==> src/core/tfc_pkg.sv <==
// Purpose: Shared constants and types for the transmit format control block
// Assumes: One 100 MHz clock; framer logic on the same clock
// Notes:   Register byte address is four times the register index
//
// Summary of operation
// [RULE1] Bit 15 takes all overhead externally in STS and G.832 modes.
// [RULE2] Bit 14 forces an all-zeros far-end block error field.
// [RULE3] Bit 13 forces an all-ones far-end block error field.
// [RULE4] Forced block error patterns leave local parity status and counters alone.
// [RULE5] Both block error forcing bits work in every line mode.
// [RULE6] Bits 12-10 pick the parity field corrupted with the pattern register.
// [RULE7] Codes 010, 011, 100 corrupt one line parity octet each, mode permitting.
// [RULE8] 001 B1, 101 B3, 111 all B2 octets; 000 and 110 nothing.
// [RULE9] The insertion field clears to zero once the error has been sent.
// [RULE10] Alarm bits 9-4 at zero send no alarm; each set bit sends one. The code masks off the alarm bits the line mode does not use.
// [RULE11] In STS-3c mode alarm bit 4 sends line AIS.
// [RULE12] Overhead disable bits all zero means all overhead generated internally.
// [RULE13] A disabled overhead field goes out as zeros; coverage depends on mode.
// [RULE14] STS modes: bits 4..9 line AIS, line FERF, path yellow, path FERF, AIS, unequipped.
// [RULE15] Internal DS3 57-octet: 7 G1 yellow, 6 X-bit yellow, 5 idle, 4 AIS.
// [RULE16] STS overhead disables: 3 A1/A2, 2 B1-B3, 1 H1-H4, 0 C1/C2.
// [RULE17] One line format setting governs both directions and all mappings.
// [RULE18] One nonzero code write corrupts exactly one following frame.
`default_nettype none

package tfc_pkg;

  // ----------------------------------------------------------------
  // Register map
  // ----------------------------------------------------------------
  localparam int unsigned IDX_STATUS = 0;
  localparam int unsigned IDX_TFC = 1;
  localparam int unsigned IDX_ERRPAT = 2;
  localparam logic [3:0] ADDR_STATUS = 4'(IDX_STATUS * 4);
  localparam logic [3:0] ADDR_TFC = 4'(IDX_TFC * 4);
  localparam logic [3:0] ADDR_ERRPAT = 4'(IDX_ERRPAT * 4);
  localparam logic [15:0] TFC_RST = 16'h0000;
  localparam logic [7:0] ERRPAT_RST = 8'hff;

  // ----------------------------------------------------------------
  // Field positions
  // ----------------------------------------------------------------
  localparam int unsigned B_EXT_OH = 15;
  localparam int unsigned B_FEBE_ZERO = 14;
  localparam int unsigned B_FEBE_ONES = 13;
  localparam int unsigned ERR_MSB = 12;
  localparam int unsigned ERR_LSB = 10;
  localparam int unsigned ALM_MSB = 9;
  localparam int unsigned ALM_LSB = 4;
  localparam int unsigned OHD_MSB = 3;
  localparam int unsigned OHD_LSB = 0;

  // ----------------------------------------------------------------
  // Error insertion codes and line modes
  // ----------------------------------------------------------------
  localparam logic [2:0] ERR_NONE = 3'h0;
  localparam logic [2:0] ERR_B1 = 3'h1;
  localparam logic [2:0] ERR_B2_HI = 3'h2;
  localparam logic [2:0] ERR_B2_MID = 3'h3;
  localparam logic [2:0] ERR_B2_LO = 3'h4;
  localparam logic [2:0] ERR_B3 = 3'h5;
  localparam logic [2:0] ERR_NONE_ALT = 3'h6;
  localparam logic [2:0] ERR_B2_ALL = 3'h7;
  localparam logic [2:0] PHY_DS3 = 3'h2;
  localparam logic [2:0] PHY_E3_G751 = 3'h3;
  localparam logic [2:0] PHY_E3_G832 = 3'h4;
  localparam logic [2:0] PHY_E4_G832 = 3'h5;
  localparam logic [2:0] PHY_STS1 = 3'h6;
  localparam logic [2:0] PHY_STS3C = 3'h7;

  typedef enum logic {
    TFC_IDLE = 1'b0,
    TFC_SEND = 1'b1
  } tfc_state_t;

  // Line configuration shared with the receive side
  typedef struct packed {
    logic [2:0] phy;
    logic hec_align;
    logic ext_framer;
  } tfc_cfg_t;

  // Controls handed to the transmit framer
  typedef struct packed {
    logic ext_oh;
    logic febe_zero;
    logic febe_ones;
    logic [5:0] alarm;
    logic [3:0] oh_dis;
    logic err_b1;
    logic [2:0] err_b2;
    logic err_b3;
    logic [7:0] err_pat;
  } tfc_ctl_t;

endpackage : tfc_pkg

`default_nettype wire

==> src/core/tfc_map.sv <==
// Purpose: Map register fields onto framer controls for the active line mode
// Assumes: Purely combinational; caller registers the result
// Notes:   Bits a mode leaves unused are masked to zero
`default_nettype none

module tfc_map (
  input wire tfc_pkg::tfc_cfg_t cfg_i,
  input wire logic [15:0] tfc_i,
  input wire logic [7:0] pat_i,
  input wire logic send_i,
  input wire logic [2:0] code_i,
  output tfc_pkg::tfc_ctl_t ctl_o
);

  // Alarm bits that the mode uses, bit 0 is alarm control 4
  // [RULE14] STS alarm map
  // [RULE15] DS3 alarm map
  function automatic logic [5:0] alm_mask(input tfc_pkg::tfc_cfg_t c);
    logic p57;
    p57 = !c.hec_align;
    if (c.phy[2] && c.phy[1])
      alm_mask = 6'h3f;
    else if (c.phy[2])
      alm_mask = 6'h07;
    else if (c.phy == tfc_pkg::PHY_DS3 && !c.ext_framer)
      alm_mask = p57 ? 6'h0f : 6'h07;
    else if (c.phy == tfc_pkg::PHY_E3_G751 && !c.ext_framer)
      alm_mask = 6'h0b;
    else if (p57)
      alm_mask = 6'h08;
    else
      alm_mask = 6'h00;
  endfunction : alm_mask

  // Overhead disable bits that the mode uses
  // [RULE16] STS overhead disables
  function automatic logic [3:0] ohd_mask(input tfc_pkg::tfc_cfg_t c);
    if (c.phy[2] && !c.phy[1])
      ohd_mask = 4'he;
    else if (c.phy[2] || !c.hec_align)
      ohd_mask = 4'hf;
    else
      ohd_mask = 4'h0;
  endfunction : ohd_mask

  logic sts;
  logic sts3;
  assign sts = cfg_i.phy[2] && cfg_i.phy[1];
  assign sts3 = cfg_i.phy == tfc_pkg::PHY_STS3C;

  // Field mapping, all from one line format setting
  always_comb begin
    // [RULE1] external overhead gating
    ctl_o.ext_oh = tfc_i[tfc_pkg::B_EXT_OH] && cfg_i.phy[2];
    // [RULE3] ones wins tie
    ctl_o.febe_ones = tfc_i[tfc_pkg::B_FEBE_ONES];
    // [RULE5] no mode gating
    // [RULE2] zeros pattern force
    ctl_o.febe_zero = tfc_i[tfc_pkg::B_FEBE_ZERO] && !tfc_i[tfc_pkg::B_FEBE_ONES];
    // [RULE11] STS-3c line AIS
    // [RULE10] per mode alarms
    ctl_o.alarm = tfc_i[tfc_pkg::ALM_MSB:tfc_pkg::ALM_LSB] & alm_mask(cfg_i);
    // [RULE12] zero means internal
    // [RULE13] disabled fields zeroed
    ctl_o.oh_dis = tfc_i[tfc_pkg::OHD_MSB:tfc_pkg::OHD_LSB] & ohd_mask(cfg_i);
    ctl_o.err_pat = pat_i;
    // [RULE8] code to field
    ctl_o.err_b1 = send_i && code_i == tfc_pkg::ERR_B1;
    ctl_o.err_b3 = send_i && sts && code_i == tfc_pkg::ERR_B3;
    // [RULE7] B2 octet select
    ctl_o.err_b2[2] = send_i && sts3 &&
                      (code_i == tfc_pkg::ERR_B2_HI || code_i == tfc_pkg::ERR_B2_ALL);
    ctl_o.err_b2[1] = send_i && sts3 &&
                      (code_i == tfc_pkg::ERR_B2_MID || code_i == tfc_pkg::ERR_B2_ALL);
    ctl_o.err_b2[0] = send_i && ((sts && code_i == tfc_pkg::ERR_B2_LO) ||
                      (sts3 && code_i == tfc_pkg::ERR_B2_ALL));
  end

endmodule : tfc_map

`default_nettype wire

==> src/core/tfc_top.sv <==
// Purpose: Transmit format control register with Avalon-MM access
// Assumes: Framer and line configuration share clock_i; frame_start_i is a pulse
// Notes:   One wait state on every bus access; ce_i low freezes all state except the reset release flops
`default_nettype none

module tfc_top (
  input wire logic clock_i,
  input wire logic rst_b_i,
  input wire logic ce_i,
  input wire logic [3:0] avs_address_i,
  input wire logic avs_read_i,
  input wire logic avs_write_i,
  input wire logic [31:0] avs_writedata_i,
  input wire logic [3:0] avs_byteenable_i,
  output logic [31:0] avs_readdata_o,
  output logic avs_waitrequest_o,
  input wire tfc_pkg::tfc_cfg_t cfg_i,
  input wire logic frame_start_i,
  output tfc_pkg::tfc_ctl_t ctl_o
);

  // ----------------------------------------------------------------
  // Reset release
  // ----------------------------------------------------------------
  logic [1:0] rst_sync_r;
  logic rst_n;

  // Release is synchronous so no flop sees a runt reset edge
  always_ff @(posedge clock_i or negedge rst_b_i) begin
    if (!rst_b_i) begin
      rst_sync_r <= 2'b00;
    end else begin
      rst_sync_r <= {rst_sync_r[0], 1'b1};
    end
  end
  assign rst_n = rst_sync_r[1];

  // ----------------------------------------------------------------
  // Bus slave
  // ----------------------------------------------------------------
  logic ack_r;
  logic req;
  logic tfc_wr;
  logic pat_wr;
  logic [15:0] tfc_r;
  logic [15:0] tfc_nxt;
  logic [7:0] pat_r;
  tfc_pkg::tfc_state_t state_r;
  logic [2:0] code_r;
  logic clr;

  assign req = avs_read_i || avs_write_i;
  // Every access stalls one cycle so read data can come from a flop
  assign avs_waitrequest_o = req && !ack_r;
  assign tfc_wr = avs_write_i && ack_r && avs_address_i == tfc_pkg::ADDR_TFC;
  assign pat_wr = avs_write_i && ack_r && avs_address_i == tfc_pkg::ADDR_ERRPAT;

  // Acknowledge one cycle after the request appears
  always_ff @(posedge clock_i or negedge rst_n) begin
    if (!rst_n) begin
      ack_r <= 1'b0;
    end else if (ce_i) begin
      ack_r <= req && !ack_r;
    end
  end

  // Read data captured in the stall cycle; unmapped reads give zero
  always_ff @(posedge clock_i or negedge rst_n) begin
    if (!rst_n) begin
      avs_readdata_o <= 32'h0000_0000;
    end else if (ce_i && avs_read_i && !ack_r) begin
      unique case (avs_address_i)
        tfc_pkg::ADDR_STATUS: avs_readdata_o <= {28'h0000000, code_r, state_r};
        tfc_pkg::ADDR_TFC: avs_readdata_o <= {16'h0000, tfc_r};
        tfc_pkg::ADDR_ERRPAT: avs_readdata_o <= {24'h000000, pat_r};
        default: avs_readdata_o <= 32'h0000_0000;
      endcase
    end
  end

  // ----------------------------------------------------------------
  // Control registers
  // ----------------------------------------------------------------
  // Byte-lane merge of a software write
  always_comb begin
    tfc_nxt = tfc_r;
    if (avs_byteenable_i[0]) begin
      tfc_nxt[7:0] = avs_writedata_i[7:0];
    end
    if (avs_byteenable_i[1]) begin
      tfc_nxt[15:8] = avs_writedata_i[15:8];
    end
  end

  // A write landing on the clear cycle wins: it is a fresh request
  always_ff @(posedge clock_i or negedge rst_n) begin
    if (!rst_n) begin
      tfc_r <= tfc_pkg::TFC_RST;
    end else if (ce_i) begin
      if (tfc_wr) begin
        tfc_r <= tfc_nxt;
      // [RULE9] self clearing field
      end else if (clr) begin
        tfc_r[tfc_pkg::ERR_MSB:tfc_pkg::ERR_LSB] <= tfc_pkg::ERR_NONE;
      end
    end
  end

  // [RULE6] pattern for corruption
  always_ff @(posedge clock_i or negedge rst_n) begin
    if (!rst_n) begin
      pat_r <= tfc_pkg::ERRPAT_RST;
    end else if (ce_i && pat_wr && avs_byteenable_i[0]) begin
      pat_r <= avs_writedata_i[7:0];
    end
  end

  // ----------------------------------------------------------------
  // Error insertion sequencing
  // ----------------------------------------------------------------
  logic [2:0] req_code;
  assign req_code = tfc_r[tfc_pkg::ERR_MSB:tfc_pkg::ERR_LSB];
  // Insertion ends at the start of the frame after the errored one
  assign clr = state_r == tfc_pkg::TFC_SEND && frame_start_i;

  // [RULE18] one frame per request
  always_ff @(posedge clock_i or negedge rst_n) begin
    if (!rst_n) begin
      state_r <= tfc_pkg::TFC_IDLE;
      code_r <= tfc_pkg::ERR_NONE;
    end else if (ce_i) begin
      unique case (state_r)
        tfc_pkg::TFC_IDLE: begin
          if (frame_start_i && req_code != tfc_pkg::ERR_NONE) begin
            state_r <= tfc_pkg::TFC_SEND;
            code_r <= req_code;
          end
        end
        tfc_pkg::TFC_SEND: begin
          if (frame_start_i) begin
            state_r <= tfc_pkg::TFC_IDLE;
            code_r <= tfc_pkg::ERR_NONE;
          end
        end
      endcase
    end
  end

  // ----------------------------------------------------------------
  // Framer controls
  // ----------------------------------------------------------------
  tfc_pkg::tfc_ctl_t ctl_nxt;

  // [RULE17] single line format
  tfc_map u_map (
    .cfg_i(cfg_i),
    .tfc_i(tfc_r),
    .pat_i(pat_r),
    .send_i(state_r == tfc_pkg::TFC_SEND),
    .code_i(code_r),
    .ctl_o(ctl_nxt)
  );

  // Registered so the framer sees glitch-free controls.
  // [RULE4] no path to local parity counters
  always_ff @(posedge clock_i or negedge rst_n) begin
    if (!rst_n) begin
      ctl_o <= '0;
    end else if (ce_i) begin
      ctl_o <= ctl_nxt;
    end
  end
endmodule : tfc_top

`default_nettype wire

==> config.mk <==
export PLATFORM = sky130hd
export DESIGN_NAME = tfc_top
export DESIGN_NICKNAME = d
export VERILOG_FILES = /design/src/core/tfc_pkg.sv /design/src/core/tfc_map.sv /design/src/core/tfc_top.sv
export SDC_FILE = /design/constraint.sdc
export NUM_CORES = 1
export LEC_CHECK = 0
export BUFFER_PORTS_ARGS = -buffer_cell sky130_fd_sc_hd__buf_2
export CAP_MARGIN = 20
export CORE_ASPECT_RATIO = 1.75
export CORE_MARGIN = 5
export CORE_UTILIZATION = 35
export CTS_CLUSTER_SIZE = 10
export DETAILED_ROUTE_END_ITERATION = 16
export PLACE_DENSITY_LB_ADDON = 0.08
export SLEW_MARGIN = 30
export SYNTH_ARGS = -nofsm -noshare
export SYNTH_HDL_FRONTEND = slang
export SYNTH_SLANG_ARGS = --single-unit
==> constraint.sdc <==
create_clock -name clock_i -period 4.82 [get_ports clock_i]
set_input_delay 0.241 -clock clock_i [delete_from_list [all_inputs] [get_ports clock_i]]
set_output_delay 0.241 -clock clock_i [all_outputs]
set_load 0.01 [all_outputs]
==> flow_summary.ini <==
[min_path]
worst_hold_path.num_cells = 2
hp-start = avs_writedata_i[15]
hp-class = input port to flip-flop
whs_endpoint = tfc_r[15]$_DFFE_PN0P_

[pwr]
vdd_drop_max_v = 0.0002746
p_per_area_nw_per_um2 = 430.1
power.total_mw = 1.716
p_leak_nw = 1.982

[die]
fp.dieW_um = 82.46
fp.dieArea_um2 = 11280
start_util_pct = 35.59
ioPinCount = 110
core_um2 = 9036
die_h_um = 136.8
row_count = 46

[detailed_routing]
drt_pre_antenna_iters = 5
dr_wl_met3_um = 517
wl_met2_um = 4128
via_per_inst = 4.906
drtAntennaViolNets = 0
m1WireLength_um = 3020
drt-initial-drc-count = 122
routed.top_layer = met4
route.detailed.drc = 0
drt-total-wl_um = 7832
wire_per_inst_um = 16.70
routed-via-count = 2301

[timing]
worst_pin_slew_ns = 0.9160
finalSetupViolCount = 0
finalCritPeriodShare_pct = 39.06
rsz0062_at_grt = no
fin_skew_ns = 0.003201
max_slew_margin_pct = 38.37
slew_violations = 0
setup_tns_ns = 0
max_freq_mhz = 531.1
period_needed_ns = 1.883
finalHoldViolations = 0

[placement]
place_inst = 452
port_buffers = 75
gp_congestion = 0.7445
place_hpwl_um = 5643

[critical_path]
crit_arrival_ns = 2.14
r2r-end = avs_readdata_o[0]$_DFFE_PN0P_
start_kind = input port
critPathCaptureType = flip-flop
reg2reg_slack_ns = 3.03
rr_worst_depth = 3
required_ns = 5.08
crit_fanout = 48
reg2reg_from = ack_r$_DFFE_PN0P_
crit_type = input port to flip-flop

[yosys]
async_reset_ff_share_pct = 100.0
synth_edf_count = 0
avgSynthCellArea_um2 = 12.00
ys_ff_latch = 73
postSynthCellCount = 268
yosys_most_used_dff = dfrtp_1
yosys_warnings = 0
ys_seq_area_share_pct = 57.12
synth_cell_type_count = 45
netlist_area_um2 = 3216

[clocking]
cts_root_buf = clkbuf_16
htreeDepth = 3
cts.sinks = 73
clockBufferDepth = 2
clk_pin_slew_ns = 0.06
tritoncts = done
cts-buffers-inserted = 9
insertion_delay_ns = 0.33

[grt]
grt_pass1_wl_um = 12320
grt_pass1_vias = 2373
antenna_found_initial = 0
grt.total_usage_pct = 14.83
grt_max_degree = 72
overflow = 0

[final_layout]
final_layout_size_suffix_gt1_share_pct = 40.97
final_net_count = 395
final_cells = 469
num_antenna_cells = 0
syn_to_final_growth_pct = 24.05

[flow_run]
cap_violations = 0

[status]
status = complete, no violations
==> worst max-delay path, cell delays in order <==
cell and delay, ns:
buf_2 0.08, buf_4 0.45, nand4_2 0.31, nor4b_4 0.65, mux2_2 0.41
==> power breakdown <==
| part | internal [mW] | leakage [nW] | switching (mW) |
|---|---|---|---|
| clock | 0.517 | 0.172 | 0.253 |
| sequential | 0.677 | 0.963 | 0.0704 |
| combinational | 0.0916 | 0.847 | 0.107 |
| total | 1.29 | 1.98 | 0.430 |
==> state kept, by name, indices dropped and copies added (netlist names) <==
signal          count
state_r             1
rst_sync_r          2
code_r              3
pat_r               8
ack_r               1
avs_readdata_o     16
ctl_o              26
tfc_r              16
==> cell families (layout without fill, tap and decap cells) <==
family	after synthesis	in the layout	synth area share [%]
AND/OR/NAND/NOR	52	52	9.767
AO/OA/AOI/OAI	60	60	13.15
multiplexers	33	33	11.56
flip-flops	73	73	57.12
buffers and inverters	47	113	7.899
other	2	17	0.2336
XOR/XNOR	1	1	0.2724
==> timing repair <==
action | 4_1_cts | 5_1_grt
buffers inserted | 0 | 0
gates resized for setup | 0 | 0
endpoints found under the hold margin | 2 | 0
hold buffers | 1 | 0
==> routing by layer <==
layer / GRT usage (%) / vias to the layer above
met1: 17.77 / 1135
met5: 0 / -
met2: 24.20 / 70
met3: 4.018 / 13
met4: 6.932 / 0
li1: - / 1083
==> cell type report <==
class                   instances  area [um2]
inverters                      19       71.32
multi-input cells             163        1181
clock buffers                  10       239.0
well taps                     120       150.1
repair buffers                 78       404.1
clock inverters                 6       105.1
fillers                       904        5047
flip-flops and latches         73        1838
==> worst max-delay path by stage <==
stage	startpoint	slack, ns	endpoint
final	ce_i	2.94	pat_r[6]$_DFFE_PN1P_
after global routing	ce_i	2.82	pat_r[7]$_DFFE_PN1P_
after CTS	ce_i	2.91	pat_r[6]$_DFFE_PN1P_
after detailed placement	ce_i	2.56	pat_r[6]$_DFFE_PN1P_
after global placement	ce_i	2.58	pat_r[2]$_DFFE_PN1P_
after floorplan	rst_sync_r[1]$_DFF_PN0_	2.65	ack_r$_DFFE_PN0P_
==> per-stage QoR <==
stage / worst slack, ns / hold WS (ns) / cell area [um2] / util (%)
2_1_floorplan: 2.651 / -0.05459 / 3272 / -
3_3_place_gp: 2.578 / 0.02637 / 3631 / 40.18
3_5_place_dp: 2.558 / 0.02689 / 3631 / 40.18
4_1_cts: 2.910 / 0.1315 / 3985 / 44.10
5_1_grt: 2.819 / 0.1424 / 3989 / 44.14
6_report: 2.937 / 0.1427 / 3989 / 44.14
==> Yosys cell counts, types with 2 or more instances <==
master | instances | area (um2)
nand3_1 | 2 | 10.01
nor2_1 | 4 | 15.01
conb_1 | 2 | 7.510
nor2b_1 | 4 | 25.02
buf_1 | 4 | 15.01
dfrtp_1 | 65 | 1627
dfstp_2 | 8 | 210.2
a222oi_1 | 4 | 40.04
o32ai_1 | 3 | 26.28
a21oi_1 | 4 | 20.02
buf_2 | 2 | 10.01
o22ai_1 | 9 | 56.30
clkbuf_1 | 4 | 15.01
o2bb2ai_1 | 3 | 26.28
a31oi_1 | 2 | 12.51
inv_1 | 19 | 71.32
nor3_1 | 2 | 10.01
mux2_2 | 33 | 371.6
a22oi_1 | 7 | 52.55
a22o_1 | 8 | 70.07
o21ai_0 | 15 | 75.07
buf_4 | 16 | 120.1
nand2_1 | 25 | 93.84
buf_6 | 2 | 22.52
==> cell usage in the layout, fill, tap and decap left out, types with 8 or more instances in the layout <==
cell / synthesis / final
nand2_1: 25 / 25
dfstp_2: 8 / 8
a22o_1: 8 / 8
o22ai_1: 9 / 9
o21ai_0: 15 / 15
mux2_2: 33 / 33
inv_1: 19 / 19
conb_1: 2 / 17
dfrtp_1: 65 / 64
buf_2: 2 / 75
clkbuf_16: 0 / 9
No activity file was read; power rests on OpenSTA's default activity.
